### config.mk
export PLATFORM = sky130hd
export DESIGN_NAME = gsr_shifter
export DESIGN_NICKNAME = d
export VERILOG_FILES = /design/src/pkg/gsr_pkg.sv /design/src/logic/gsr_fifo.sv /design/src/logic/gsr_shifter.sv
export VERILOG_INCLUDE_DIRS = /design/src /design/src/pkg
export SDC_FILE = /design/constraint.sdc
export NUM_CORES = 1
export LEC_CHECK = 0
export BUFFER_PORTS_ARGS = -buffer_cell sky130_fd_sc_hd__buf_2
export CAP_MARGIN = 10
export CORE_MARGIN = 5
export CORE_UTILIZATION = 62
export CTS_BUF_LIST = sky130_fd_sc_hd__clkbuf_16
export CTS_CLUSTER_DIAMETER = 60
export CTS_CLUSTER_SIZE = 30
export DETAILED_ROUTE_END_ITERATION = 8
export GPL_TIMING_DRIVEN = 0
export PLACE_DENSITY_LB_ADDON = 0.2
export SETUP_SLACK_MARGIN = 0.15
export SKIP_CTS_REPAIR_TIMING = 1
export SLEW_MARGIN = 10
export SYNTH_ARGS = -nofsm -noshare
export SYNTH_HDL_FRONTEND = slang
export SYNTH_SLANG_ARGS = --single-unit
export TNS_END_PERCENT = 1
### constraint.sdc
create_clock -name clk -period 1.5 [get_ports clk]
set_input_delay 0.225 -clock clk [delete_from_list [all_inputs] [get_ports clk]]
set_output_delay 0.225 -clock clk [all_outputs]
set_load 0.03 [all_outputs]
### src/pkg/gsr_cfg.svh
// constants for the gated serial-in parallel-out shifter
`ifndef GSR_CFG_SVH
`define GSR_CFG_SVH

`define GSR_STAGES 8
`define GSR_FIRST 0
`define GSR_SEVENTH 6
`define GSR_LAST 7
`define GSR_STAGE_RST 8'h00
// pin samples reset with the shift clock taken as high, inputs low
`define GSR_PINS_RST 3'h4
`define GSR_CLK_PREV_RST 1'b1
`define GSR_FIFO_DEPTH 32
`define GSR_CLK_PERIOD_NS 20

`endif

### src/pkg/gsr_pkg.sv
// types shared by the shifter and its testbench
`include "gsr_cfg.svh"

package gsr_pkg;

  typedef logic [`GSR_STAGES-1:0] gsr_stages_t;

  // one sample of the three serial-side pins
  typedef struct packed {
    logic shift_clk;
    logic input_one;
    logic input_two;
  } gsr_pins_t;

  // one word that leaves through the fifo
  typedef struct packed {
    gsr_stages_t stages;
  } gsr_snap_t;

endpackage : gsr_pkg

### src/logic/gsr_fifo.sv
// snapshot fifo with registered output stage
`timescale 1ns/1ps
`default_nettype none

module gsr_fifo #(
  parameter int WIDTH = 8,
  parameter int DEPTH = 32
) (
  input wire logic clk,
  input wire logic rst_n,
  input wire logic in_valid,
  output logic in_ready,
  input wire logic [WIDTH-1:0] in_data,
  output logic out_valid,
  input wire logic out_ready,
  output logic [WIDTH-1:0] out_data
);

  // depth must be a power of two: pointers wrap by overflow
  localparam int AW = $clog2(DEPTH);

  logic [WIDTH-1:0] mem [DEPTH];
  logic [AW-1:0] wr_ptr_q;
  logic [AW-1:0] rd_ptr_q;
  logic [AW:0] count_q;
  logic [AW:0] count_d;
  logic in_ready_q;
  logic out_valid_q;
  logic [WIDTH-1:0] out_data_q;
  logic push;
  logic pop;

  assign push = in_valid && in_ready_q;
  assign pop = (count_q != '0) && (!out_valid_q || out_ready);
  assign count_d = count_q + {{AW{1'b0}}, push} - {{AW{1'b0}}, pop};

  always_ff @(posedge clk or negedge rst_n) begin
    if (!rst_n) begin
      wr_ptr_q <= '0;
    end else if (push) begin
      wr_ptr_q <= wr_ptr_q + 1'b1;
    end
  end

  always_ff @(posedge clk) begin
    if (push) begin
      mem[wr_ptr_q] <= in_data;
    end
  end

  always_ff @(posedge clk or negedge rst_n) begin
    if (!rst_n) begin
      rd_ptr_q <= '0;
      count_q <= '0;
      in_ready_q <= 1'b1;
    end else begin
      if (pop) begin
        rd_ptr_q <= rd_ptr_q + 1'b1;
      end
      count_q <= count_d;
      // registered ready: full is known one cycle early from count_d
      in_ready_q <= (count_d != DEPTH[AW:0]);
    end
  end

  always_ff @(posedge clk or negedge rst_n) begin
    if (!rst_n) begin
      out_valid_q <= 1'b0;
      out_data_q <= '0;
    end else if (pop) begin
      out_valid_q <= 1'b1;
      out_data_q <= mem[rd_ptr_q];
    end else if (out_ready) begin
      out_valid_q <= 1'b0;
    end
  end

  assign in_ready = in_ready_q;
  assign out_valid = out_valid_q;
  assign out_data = out_data_q;
endmodule : gsr_fifo

`default_nettype wire

### src/logic/gsr_shifter.sv
// gated serial-in parallel-out eight stage shifter with snapshot fifo
`timescale 1ns/1ps
`default_nettype none

`include "gsr_cfg.svh"

module gsr_shifter
  import gsr_pkg::*;
(
  input wire logic clk,
  input wire logic reset_n,
  input wire logic clear_n,
  input wire logic shift_clk,
  input wire logic input_one,
  input wire logic input_two,
  output logic [`GSR_STAGES-1:0] stage_out,
  output logic stage_out_first,
  output logic stage_out_seventh,
  output logic stage_out_last,
  output logic snap_valid,
  input wire logic snap_ready,
  output logic [`GSR_STAGES-1:0] snap_data,
  output logic snap_space,
  output logic snap_dropped
);

  gsr_pins_t pins_s1_q;
  gsr_pins_t pins_s2_q;
  logic clk_prev_q;
  logic rise;
  logic gate_in;
  gsr_stages_t stage_q;
  gsr_stages_t stage_d;
  logic push_q;
  gsr_snap_t push_word;
  logic fifo_ready;
  logic dropped_q;
  logic rst_n;
  logic fifo_valid;
  logic [`GSR_STAGES-1:0] fifo_data;
  logic rst_raw_n;
  logic [1:0] rst_sync_q;

  // clear acts asynchronously like reset; both end in the same tree
  assign rst_raw_n = reset_n & clear_n;

  // entry stays immediate as clear demands; exit is synchronised so no
  // flop leaves reset on a different clk edge than its neighbours
  always_ff @(posedge clk or negedge rst_raw_n) begin
    if (!rst_raw_n) begin
      rst_sync_q <= 2'h0;
    end else begin
      rst_sync_q <= {rst_sync_q[0], 1'b1};
    end
  end

  assign rst_n = rst_sync_q[1];

  function automatic gsr_stages_t shift_in(input gsr_stages_t cur, input logic bit_in);
    shift_in = {cur[`GSR_STAGES-2:0], bit_in};
  endfunction : shift_in

  function automatic logic gate_of(input gsr_pins_t pins);
    gate_of = pins.input_one & pins.input_two;
  endfunction : gate_of

  // pins are asynchronous to clk; two flops before any use
  always_ff @(posedge clk or negedge rst_n) begin
    if (!rst_n) begin
      // shift clock taken as high: a pin held high across clear makes no edge
      pins_s1_q <= `GSR_PINS_RST;
      pins_s2_q <= `GSR_PINS_RST;
    end else begin
      pins_s1_q <= '{shift_clk: shift_clk, input_one: input_one, input_two: input_two};
      pins_s2_q <= pins_s1_q;
    end
  end

  always_ff @(posedge clk or negedge rst_n) begin
    if (!rst_n) begin
      clk_prev_q <= `GSR_CLK_PREV_RST;
    end else begin
      clk_prev_q <= pins_s2_q.shift_clk;
    end
  end

  // data and shift clock share sync latency, so the edge sees aligned data
  assign rise = pins_s2_q.shift_clk && !clk_prev_q;
  assign gate_in = gate_of(pins_s2_q);

  always_comb begin
    stage_d = stage_q;
    if (rise) begin
      stage_d = shift_in(stage_q, gate_in);
    end
  end

  always_ff @(posedge clk or negedge rst_n) begin
    if (!rst_n) begin
      stage_q <= `GSR_STAGE_RST;
    end else begin
      stage_q <= stage_d;
    end
  end

  assign stage_out = stage_q;
  assign stage_out_first = stage_q[`GSR_FIRST];
  assign stage_out_seventh = stage_q[`GSR_SEVENTH];
  assign stage_out_last = stage_q[`GSR_LAST];

  // one snapshot per shift, pushed the cycle after the stages move
  always_ff @(posedge clk or negedge rst_n) begin
    if (!rst_n) begin
      push_q <= 1'b0;
    end else begin
      push_q <= rise;
    end
  end

  assign push_word.stages = stage_q;

  // shift clock cannot be stalled: a snapshot meeting a full fifo is dropped
  always_ff @(posedge clk or negedge rst_n) begin
    if (!rst_n) begin
      dropped_q <= 1'b0;
    end else if (push_q && !fifo_ready) begin
      dropped_q <= 1'b1;
    end
  end

  gsr_fifo #(
    .WIDTH(`GSR_STAGES),
    .DEPTH(`GSR_FIFO_DEPTH)
  ) u_fifo (
    .clk(clk),
    .rst_n(rst_n),
    .in_valid(push_q),
    .in_ready(fifo_ready),
    .in_data(push_word.stages),
    .out_valid(fifo_valid),
    .out_ready(snap_ready),
    .out_data(fifo_data)
  );

  assign snap_valid = fifo_valid;
  assign snap_data = fifo_data;
  assign snap_space = fifo_ready;
  assign snap_dropped = dropped_q;
endmodule : gsr_shifter

`default_nettype wire

==> results of run 1 <==
layout by cell type, fill, tap and decap left out, types with 4 or more instances in the layout:
cell type	instances
edfxtp_1	256
mux2i_1	45
nand2_1	36
nor2_2	33
mux4_2	32
dfrtp_1	30
mux2_2	23
buf_2	23
nor2_1	17
clkbuf_16	17
buf_4	16
inv_1	15
buf_6	14
o22ai_1	14
a311oi_1	14
clkbuf_2	9
ha_1	9
a211o_1	8
dfrtp_4	8
xnor2_1	7
a21oi_1	7
a2111oi_2	7
inv_2	6
a211oi_1	6
o21ai_0	5
buf_12	5
dlygate4sd3_1	5
clkbuf_1	4
dfstp_2	4
how the worst max path moves through the flow:
| stage | end | slack [ps] | cells past startpoint |
|---|---|---|---|
| after floorplan | u_fifo.in_ready$_DFF_PN1_ | -1350 | 13 |
| after CTS | u_fifo.in_ready$_DFF_PN1_ | -1780 | 13 |
| after detailed placement | u_fifo.in_ready$_DFF_PN1_ | -1750 | 13 |
| final | u_fifo.in_ready$_DFF_PN1_ | -1570 | 13 |
| after global routing | u_fifo.in_ready$_DFF_PN1_ | -1660 | 13 |
| after global placement | u_fifo.in_ready$_DFF_PN1_ | -1650 | 13 |
cells by family (layout without fill, tap and decap cells):
logic type               Yosys count  after routing  share of synthesized area, %
other                              1              1                        0.0315
multiplexers                     104            104                          12.3
buffers and inverters             56            130                          2.30
AND/OR/NAND/NOR                  112            112                          4.15
adder cells (fa/ha/maj)           14             14                          1.53
flip-flops                       301            301                          74.0
AO/OA/AOI/OAI                     77             77                          4.86
XOR/XNOR                          10             10                         0.735
registers in the layout (all words and copies together) (netlist names):
register / count
u_fifo.in_ready: 1
pins_s2_q: 3
stage_out: 8
u_fifo.out_valid: 1
rst_sync_q: 2
u_fifo.out_data: 8
u_fifo.mem: 256
push_q: 1
u_fifo.rd_ptr_q: 5
u_fifo.count_q: 6
u_fifo.wr_ptr_q: 5
snap_dropped: 1
pins_s1_q: 3
clk_prev_q: 1
power by group through the flow:
| stage | registers [mW] | clock network, mW | logic [mW] |
|---|---|---|---|
| CTS | 11.5 | 5.01 | 7.68 |
| global route | 11.7 | 5.33 | 9.82 |
| detailed placement | 11.7 | 0 | 7.64 |
| global placement | 11.6 | 0 | 7.39 |
| floorplan | 11.5 | 0 | 5.18 |
| finish | 11.6 | 4.95 | 9.19 |
worst reg2reg max path: stages (launching register included):
cell	delay, ps
dfrtp_1	410
inv_2	70
ha_2	150
nor4bb_4	290
nand2b_4	200
inv_6	40
ha_4	210
inv_2	60
ha_4	120
inv_2	30
fa_2	520
inv_2	40
or3_4	360
or4b_4	490
layout make-up:
class	count	area share [%]
multi-input cells	318	23.0
flip-flops and latches	301	65.2
well taps	260	2.40
clock buffers	17	3.13
repair buffers	47	2.59
plain buffers	35	2.32
inverters	20	0.590
clock inverters	11	0.792
metal layers:
metal / global-route usage, % / wire length (um)
met2: 37.5 / 12600
met3: 3.87 / 1590
met4: 6.88 / 682
met1: 31.5 / 9880
met5: 0 / 0
==> flow_summary.ini, run 1 <==
[critical_path]
cp-end-kind = flop
rr_startpoint = u_fifo.count_q[3]$_DFF_PN0_
crit_top_cell = inv_2
reg2reg_depth = 13
crit_path_max_fanout = 2
reg2reg_to = u_fifo.in_ready$_DFF_PN1_
slowest_delay_ps = 520
critical_path_buf_inv_count = 5
crit_slowest_cell = fa_2
worstPathRequired_ps = 1920
cp-startpoint = u_fifo.count_q[3]$_DFF_PN0_
start_kind = flop
worstSetupPathType = reg -> reg
crit_arrival_ps = 3480
path_cells = inv_2 > ha_2 > nor4bb_4 > nand2b_4 > inv_6 > ha_4 > inv_2 > ha_4 > inv_2 > fa_2 > inv_2 > or3_4 > or4b_4
ff2ff_setup_slack_ps = -1570
path_delay_family = simple AND/OR/NAND/NOR gates

[grt]
grt_max_degree = 37
grt_pass1_wl_mm = 37.4
gr-total-overflow = 0
antenna_found_initial = 0
grtUsageTotal_pct = 22.7
grt_pass1_vias = 6248

[final_layout]
fin_nets = 760
multi_input_area_um2 = 3120
diodes = 0
syn2layout_area_growth_pct = 14.0
stdcell_count = 1009
drive_above_1_share_pct = 33.0
fin_util_pct = 72.1
post-route-cell-area_um2 = 13600
area.sequential_um2 = 8850
fill_cells = 1106

[pwr]
vdd_drop_max_uv = 1800
p_sw_share_pct = 34.8
p_sw_mw = 8.93
cellPowerDensity_nw_per_um2 = 1890
pwr-share-clk_pct = 19.2
seq_power_share_pct = 45.0
power_frac_comb_pct = 35.7
intPower_mw = 16.8
p_leak_nw = 4.71
p_total_mw = 25.7

[yosys]
synth_seq_area_share_pct = 74.0
synthTopCellsByArea = edfxtp_1, dfrtp_1, mux4_2
synth_cells = 675
synth_async_sr_flop_share_pct = 15.0
synth_nets = 696
synth_cell_type_count = 43
yosysMostFrequentCell = edfxtp_1
synth_ff_type = edfxtp_1
netlist.area_leader.share_pct = 64.5
yosysTopAreaCell = edfxtp_1
synth_edf_count = 256
yosysWarnings = 0
synthTopCellsByCount = edfxtp_1, nor2_1, mux2i_1, dfrtp_1, nand2_1
synth_area_um2 = 11900
syn_avg_cell_area_um2 = 17.6
synth-seq-cells = 301

[clock_tree]
cts_buffers = 16
path_clk_slew_ps = 90
clk_latency_ps = 500
cts.path.max_buffers = 3
htree_levels = 1
cts.sinks = 301
cts-root-buf = clkbuf_16
cts_tree = built

[die]
die_area_um2 = 22100
die_w_um = 149
row_count = 50
core_area_um2 = 18800
die_h_um = 149
ios = 29
initial_core_util_pct = 63.2

[timing]
slew_headroom_pct = 36.9
min_period_over_period_pct = 205
hold_violations = 0
min_period_ps = 3070
maxSlewViolCount = 0
fin_hold_ws_ps = 103
fin_setup_tns_ps = -180930
max_freq_ghz = 0.326
grt_setup_unrepaired = true
fin_ws_ps = -1570
skew_ps = 15.9
tightestPinTransition_ps = 946
setup_viol = 289

[route]
wirelength_mm = 24.7
post-route-drc-count = 0
avgRoutedWirePerCell_um = 24.5
drtPass1Iterations = 5
drt_iter0_drc = 572
via_count = 6157
viasPerCell = 6.10
ant_nets = 0

[outcome]
violations = negative setup slack
status = finished with violations

[placed_design]
pre_cts_ws_ps = -1750
port_buffers = 28
hpwlAfterDp_mm = 15.7
gp_congestion = 0.913
placedCellCount = 964
placed_cell_area_um2 = 12400

[hold_path]
worstHoldStart = snap_ready
whs_path_depth = 3
min_to = u_fifo.out_valid$_DFFE_PN0P_
hp-class = in -> reg

[run]
drv_cap = 0
Note: power is estimated with default switching activity, not from simulation.
==> run 2: changes to the inputs <==
SLEW_MARGIN = 40   (was 10)
TNS_END_PERCENT = unset   (was 1)
==> flow_summary.ini, run 2 (same netlist as run 1, synthesis figures left out) <==
[placed_design]
hpwlAfterDp_mm = 15.9
placedCellCount = 963
port_buffers = 28
gp_congestion = 0.906

[die]
die_h_um = 149
core_area_um2 = 18800
ios = 29
die_area_um2 = 22100
die_w_um = 149
row_count = 50
initial_core_util_pct = 63.2

[final_layout]
regMostFlops = u_fifo.mem
multi_input_area_um2 = 3500
layout_common_cells = edfxtp_1, mux2i_1, buf_4
diodes = 0
fill_cells = 965
area.sequential_um2 = 8860
drive_above_1_share_pct = 39.0
largest_register_ffs = 256
stdcell_count = 1054
fin_util_pct = 77.4
fin_nets = 805
syn2layout_area_growth_pct = 22.3
layout_commonest_cell = edfxtp_1

[critical_path]
reg2reg_depth = 13
worstSetupPathType = reg -> reg
worstPathRequired_ps = 1920
start_kind = flop
cp-startpoint = u_fifo.count_q[2]$_DFF_PN0_
ff2ff_setup_slack_ps = -1580
critical_path_buf_inv_count = 5
path_cells = inv_2 > ha_2 > nor4bb_4 > nand2b_4 > inv_8 > ha_4 > inv_2 > ha_4 > inv_2 > fa_2 > inv_2 > or3_4 > or4b_4
cp-end-kind = flop
worst-path-stages = 13
crit_top_cell = inv_2
path_delay_family = simple AND/OR/NAND/NOR gates
crit_path_max_fanout = 2
crit_arrival_ps = 3500
critPathCapture = u_fifo.in_ready$_DFF_PN1_
rr_startpoint = u_fifo.count_q[2]$_DFF_PN0_
slowest_delay_ps = 520
crit_slowest_cell = fa_2
reg2reg_to = u_fifo.in_ready$_DFF_PN1_

[pwr]
vdd_drop_max_uv = 1970
p_total_mw = 27.9
p_leak_nw = 5.04
cellPowerDensity_nw_per_um2 = 1920

[grt]
gr-total-overflow = 0
antenna_found_initial = 0
grt_pass1_vias = 6389
grt_pass1_wl_mm = 37.7
grtUsageTotal_pct = 22.9
grt_max_degree = 44

[timing]
max_freq_ghz = 0.325
min_period_ps = 3080
setup_viol = 280
skew_ps = 21.4
maxSlewViolCount = 0
fin_ws_ps = -1580
fin_setup_tns_ps = -66300
hold_violations = 0
min_period_over_period_pct = 205
slew_headroom_pct = 61.2
tightestPinTransition_ps = 583
grt_setup_unrepaired = true

[route]
ant_nets = 0
wirelength_mm = 28.2
via_count = 6626
viasPerCell = 6.29
avgRoutedWirePerCell_um = 26.7
drt_iter0_drc = 585
drtPass1Iterations = 6
post-route-drc-count = 0

[hold_path]
hp-class = in -> reg

[clock_tree]
cts_tree = built
clk_latency_ps = 510
cts.sinks = 301
cts.path.max_buffers = 3
cts-root-buf = clkbuf_16
path_clk_slew_ps = 90
cts_buffers = 16
htree_levels = 1

[outcome]
status = finished with violations
violations = negative setup slack

[run]
drv_cap = 0
## run 2: cell count changes in the layout (fill, tap and decap cells not counted), moves of 4 or more
cell / before / now
nor2_2: 33 / 1
nor2_4: 1 / 32
buf_6: 14 / 37
buf_4: 16 / 38
buf_8: 3 / 14
buf_2: 23 / 13
a2111oi_2: 7 / 0
a2111oi_4: 1 / 8
a211oi_1: 6 / 1
clkinvlp_4: 0 / 5
nand2_1: 36 / 31
nand2_8: 0 / 4
## run 2: power breakdown
group	internal (mW)	total [mW]	leakage, nW	switching [mW]
Combinational	5.16	11.8	1.92	6.66
Sequential	10.4	11.1	2.87	0.771
Clock	2.31	4.95	0.248	2.64
Total	17.8	27.9	5.04	10.1
## run 2: worst min path at each step
stage          cells after the start                      endpoint       start
5_1_grt                            3  u_fifo.out_valid$_DFFE_PN0P_  snap_ready
6_report                           3  u_fifo.out_valid$_DFFE_PN0P_  snap_ready
3_5_place_dp                       2       rst_sync_q[0]$_DFF_PN0_     clear_n
2_1_floorplan                      1       rst_sync_q[0]$_DFF_PN0_     clear_n
3_3_place_gp                       2       rst_sync_q[0]$_DFF_PN0_     clear_n
4_1_cts                            2       rst_sync_q[1]$_DFF_PN0_     clear_n
## run 2: worst reg2reg max path: cells and delay by family, from the launching register on
family                   cells  cell delay [ps]
AND/OR/NAND/NOR              4             1340
buffers and inverters        5              240
flip-flops                   1              410
adder cells (fa/ha/maj)      4             1010
## run 2: layer usage
metal  GRT usage [%]  up-vias  wire [um]
met3            3.17       64       2200
li1                -     2843          -
met2            39.0      353      14500
met1            32.1     3366      10700
met5               0        -          0
met4            5.13        0        799
## run 2: per-stage QoR
| stage | cell area, um2 | setup slack (ps) | hold slack, ps |
|---|---|---|---|
| after floorplan | 12400 | -1350 | 31.3 |
| after global placement | 12800 | -1640 | 114 |
| after detailed placement | 12800 | -1690 | 126 |
| after CTS | 13400 | -1740 | -398 |
| after global routing | 14600 | -1620 | 95.2 |
| final | 14600 | -1580 | 75.9 |
## run 2: area by class of cell
| type | count | area share, % |
|---|---|---|
| Sequential cell | 301 | 60.8 |
| Multi-Input combinational cell | 318 | 24.1 |
| Timing Repair Buffer | 92 | 6.27 |
| Clock buffer | 17 | 2.92 |
| Buffer | 35 | 2.45 |
| Tap cell | 260 | 2.23 |
| Clock inverter | 11 | 0.696 |
| Inverter | 20 | 0.593 |
==> run 3: changes to the inputs <==
ABC_AREA = 1   (was unset)
==> flow_summary.ini, run 3 <==
[die]
row_count = 51
die_area_um2 = 22800
die_h_um = 151
initial_core_util_pct = 63.1
core_area_um2 = 19500
die_w_um = 151
ios = 29

[outcome]
status = finished with violations
violations = negative setup slack

[yosys]
synth-seq-cells = 301
synth_nets = 1100
synth_area_um2 = 12300
synthTopCellsByArea = edfxtp_1, nand2_1, dfrtp_1
synth_edf_count = 256
synth_cell_type_count = 29
synth_seq_area_share_pct = 71.5
yosysMostFrequentCell = nand2_1
netlist.area_leader.share_pct = 62.4
synthTopCellsByCount = nand2_1, edfxtp_1, nand3_1, nor2_1, a21oi_1
yosysWarnings = 0
yosysTopAreaCell = edfxtp_1
syn_avg_cell_area_um2 = 11.4
synth_async_sr_flop_share_pct = 15.0
synth_ff_type = edfxtp_1
synth_cells = 1079

[route]
drt_iter0_drc = 1076
ant_nets = 0
drtPass1Iterations = 5
avgRoutedWirePerCell_um = 22.7
via_count = 8614
viasPerCell = 5.92
wirelength_mm = 33.1
post-route-drc-count = 0

[timing]
fin_ws_ps = -1310
hold_violations = 0
min_period_ps = 2810
slew_headroom_pct = 59.4
skew_ps = 29.9
grt_setup_unrepaired = true
max_freq_ghz = 0.356
maxSlewViolCount = 0
min_period_over_period_pct = 187
tightestPinTransition_ps = 609
setup_viol = 278

[final_layout]
largest_register_ffs = 256
diodes = 0
regMostFlops = u_fifo.mem
layout_common_cells = nand2_1, edfxtp_1, nand3_1
syn2layout_area_growth_pct = 21.4
drive_above_1_share_pct = 25.1
fin_util_pct = 76.6
layout_commonest_cell = nand2_1
fin_nets = 1200

[critical_path]
reg2reg_depth = 15
cp-end-kind = flop
worstSetupPathType = reg -> reg
cp-startpoint = u_fifo.count_q[2]$_DFF_PN0_
worstPathRequired_ps = 1960
rr_startpoint = u_fifo.count_q[2]$_DFF_PN0_
crit_arrival_ps = 3260
reg2reg_to = u_fifo.in_ready$_DFF_PN1_
ff2ff_setup_slack_ps = -1310
start_kind = flop
crit_path_max_fanout = 4

[grt]
grtUsageTotal_pct = 25.7
grt_pass1_vias = 7724
grt_max_degree = 36
gr-total-overflow = 0
antenna_found_initial = 0
grt_pass1_wl_mm = 43.1

[hold_path]
hp-class = in -> async

[pwr]
power_frac_comb_pct = 44.2
p_sw_mw = 12.1
intPower_mw = 17.0
p_total_mw = 29.0
vdd_drop_max_uv = 1690
p_leak_nw = 5.77
seq_power_share_pct = 36.4
pwr-share-clk_pct = 19.4
p_sw_share_pct = 41.6
cellPowerDensity_nw_per_um2 = 1940

[clock_tree]
cts-root-buf = clkbuf_16
cts.sinks = 301
path_clk_slew_ps = 100
cts_buffers = 18
htree_levels = 1
cts_tree = built
clk_latency_ps = 520
cts.path.max_buffers = 3

[run]
drv_cap = 0

[placed_design]
hpwlAfterDp_mm = 18.4
port_buffers = 28
pre_cts_ws_ps = -1280
gp_congestion = 0.860
==> run 3: changes by cell type after synthesis, moves of 16 or more <==
| cell | before | now |
|---|---|---|
| mux2i_1 | 49 | 0 |
| buf_2 | 8 | 26 |
| mux2_2 | 23 | 0 |
| a21oi_1 | 10 | 42 |
| o22ai_1 | 16 | 0 |
| a311oi_1 | 16 | 0 |
| nand3_1 | 2 | 151 |
| nand2_1 | 37 | 396 |
| mux4_2 | 32 | 0 |
==> run 3: logic make-up after synthesis <==
logic type	Yosys count	share of synthesized area, %
adders and majority gates	14	1.48
and+or+nand+nor	610	20.5
buffers and inverters	91	3.55
xor gates and xnor gates	11	0.782
DFF	301	71.5
AOI/OAI and AO/OA	51	2.10
other	1	0.0304
==> run 3: area by class of cell <==
| cell class | instances | area, um2 |
|---|---|---|
| Timing Repair Buffer | 80 | 717 |
| Inverter | 35 | 156 |
| Clock inverter | 12 | 146 |
| Clock buffer | 20 | 500 |
| Buffer | 56 | 507 |
| Multi-Input combinational cell | 687 | 3750 |
| Tap cell | 265 | 332 |
| Sequential cell | 301 | 8860 |
| Fill cell | 1191 | 4560 |
==> run 3: stage by stage <==
stage / cell area [um2] / setup TNS [ps] / std cells / hold slack, ps
detailed placement: 13200 / -53110 / 1373 / 102
global route: 15000 / -55580 / 1456 / 151
floorplan: 12700 / -13220 / 1079 / 3.45
finish: 15000 / -43760 / 1456 / 144
CTS: 13800 / -61730 / 1405 / -450
global placement: 13200 / -74780 / 1372 / 97.8
==> run 3: how the worst max path moves through the flow <==
stage | end | slack, ps
floorplan | u_fifo.in_ready$_DFF_PN1_ | -980
global placement | u_fifo.in_ready$_DFF_PN1_ | -1250
detailed placement | u_fifo.in_ready$_DFF_PN1_ | -1280
CTS | u_fifo.in_ready$_DFF_PN1_ | -1330
global route | u_fifo.in_ready$_DFF_PN1_ | -1410
finish | u_fifo.in_ready$_DFF_PN1_ | -1310
==> run 3: power groups by stage <==
stage / clock, mW / combinational [mW] / sequential, mW
floorplan: 0 / 6.44 / 11.0
global placement: 0 / 9.38 / 10.9
finish: 5.63 / 12.8 / 10.6
detailed placement: 0 / 9.62 / 11.0
CTS: 5.63 / 9.69 / 10.8
global route: 5.97 / 13.6 / 10.6
==> run 3: worst max-delay path: stages, from the launching register on <==
cell	delay [ps]
dfrtp_1	410
inv_2	90
ha_4	120
nand4_1	100
nand2_2	130
inv_2	60
buf_8	130
ha_4	220
inv_4	60
ha_4	130
inv_2	40
fa_1	440
xnor2_1	180
or3_1	340
nor3_1	210
nand2_1	90
==> run 3: metal layers <==
layer  wire length, um  share of wire [%]  vias up  GRT usage (%)
met3              3030                9.1       92           4.10
met5                 0                  0        -              0
li1                  -                  -     3867              -
met2             16200                 49      470           41.7
met4              1310                4.0        0           9.25
met1             12600                 38     4185           35.8
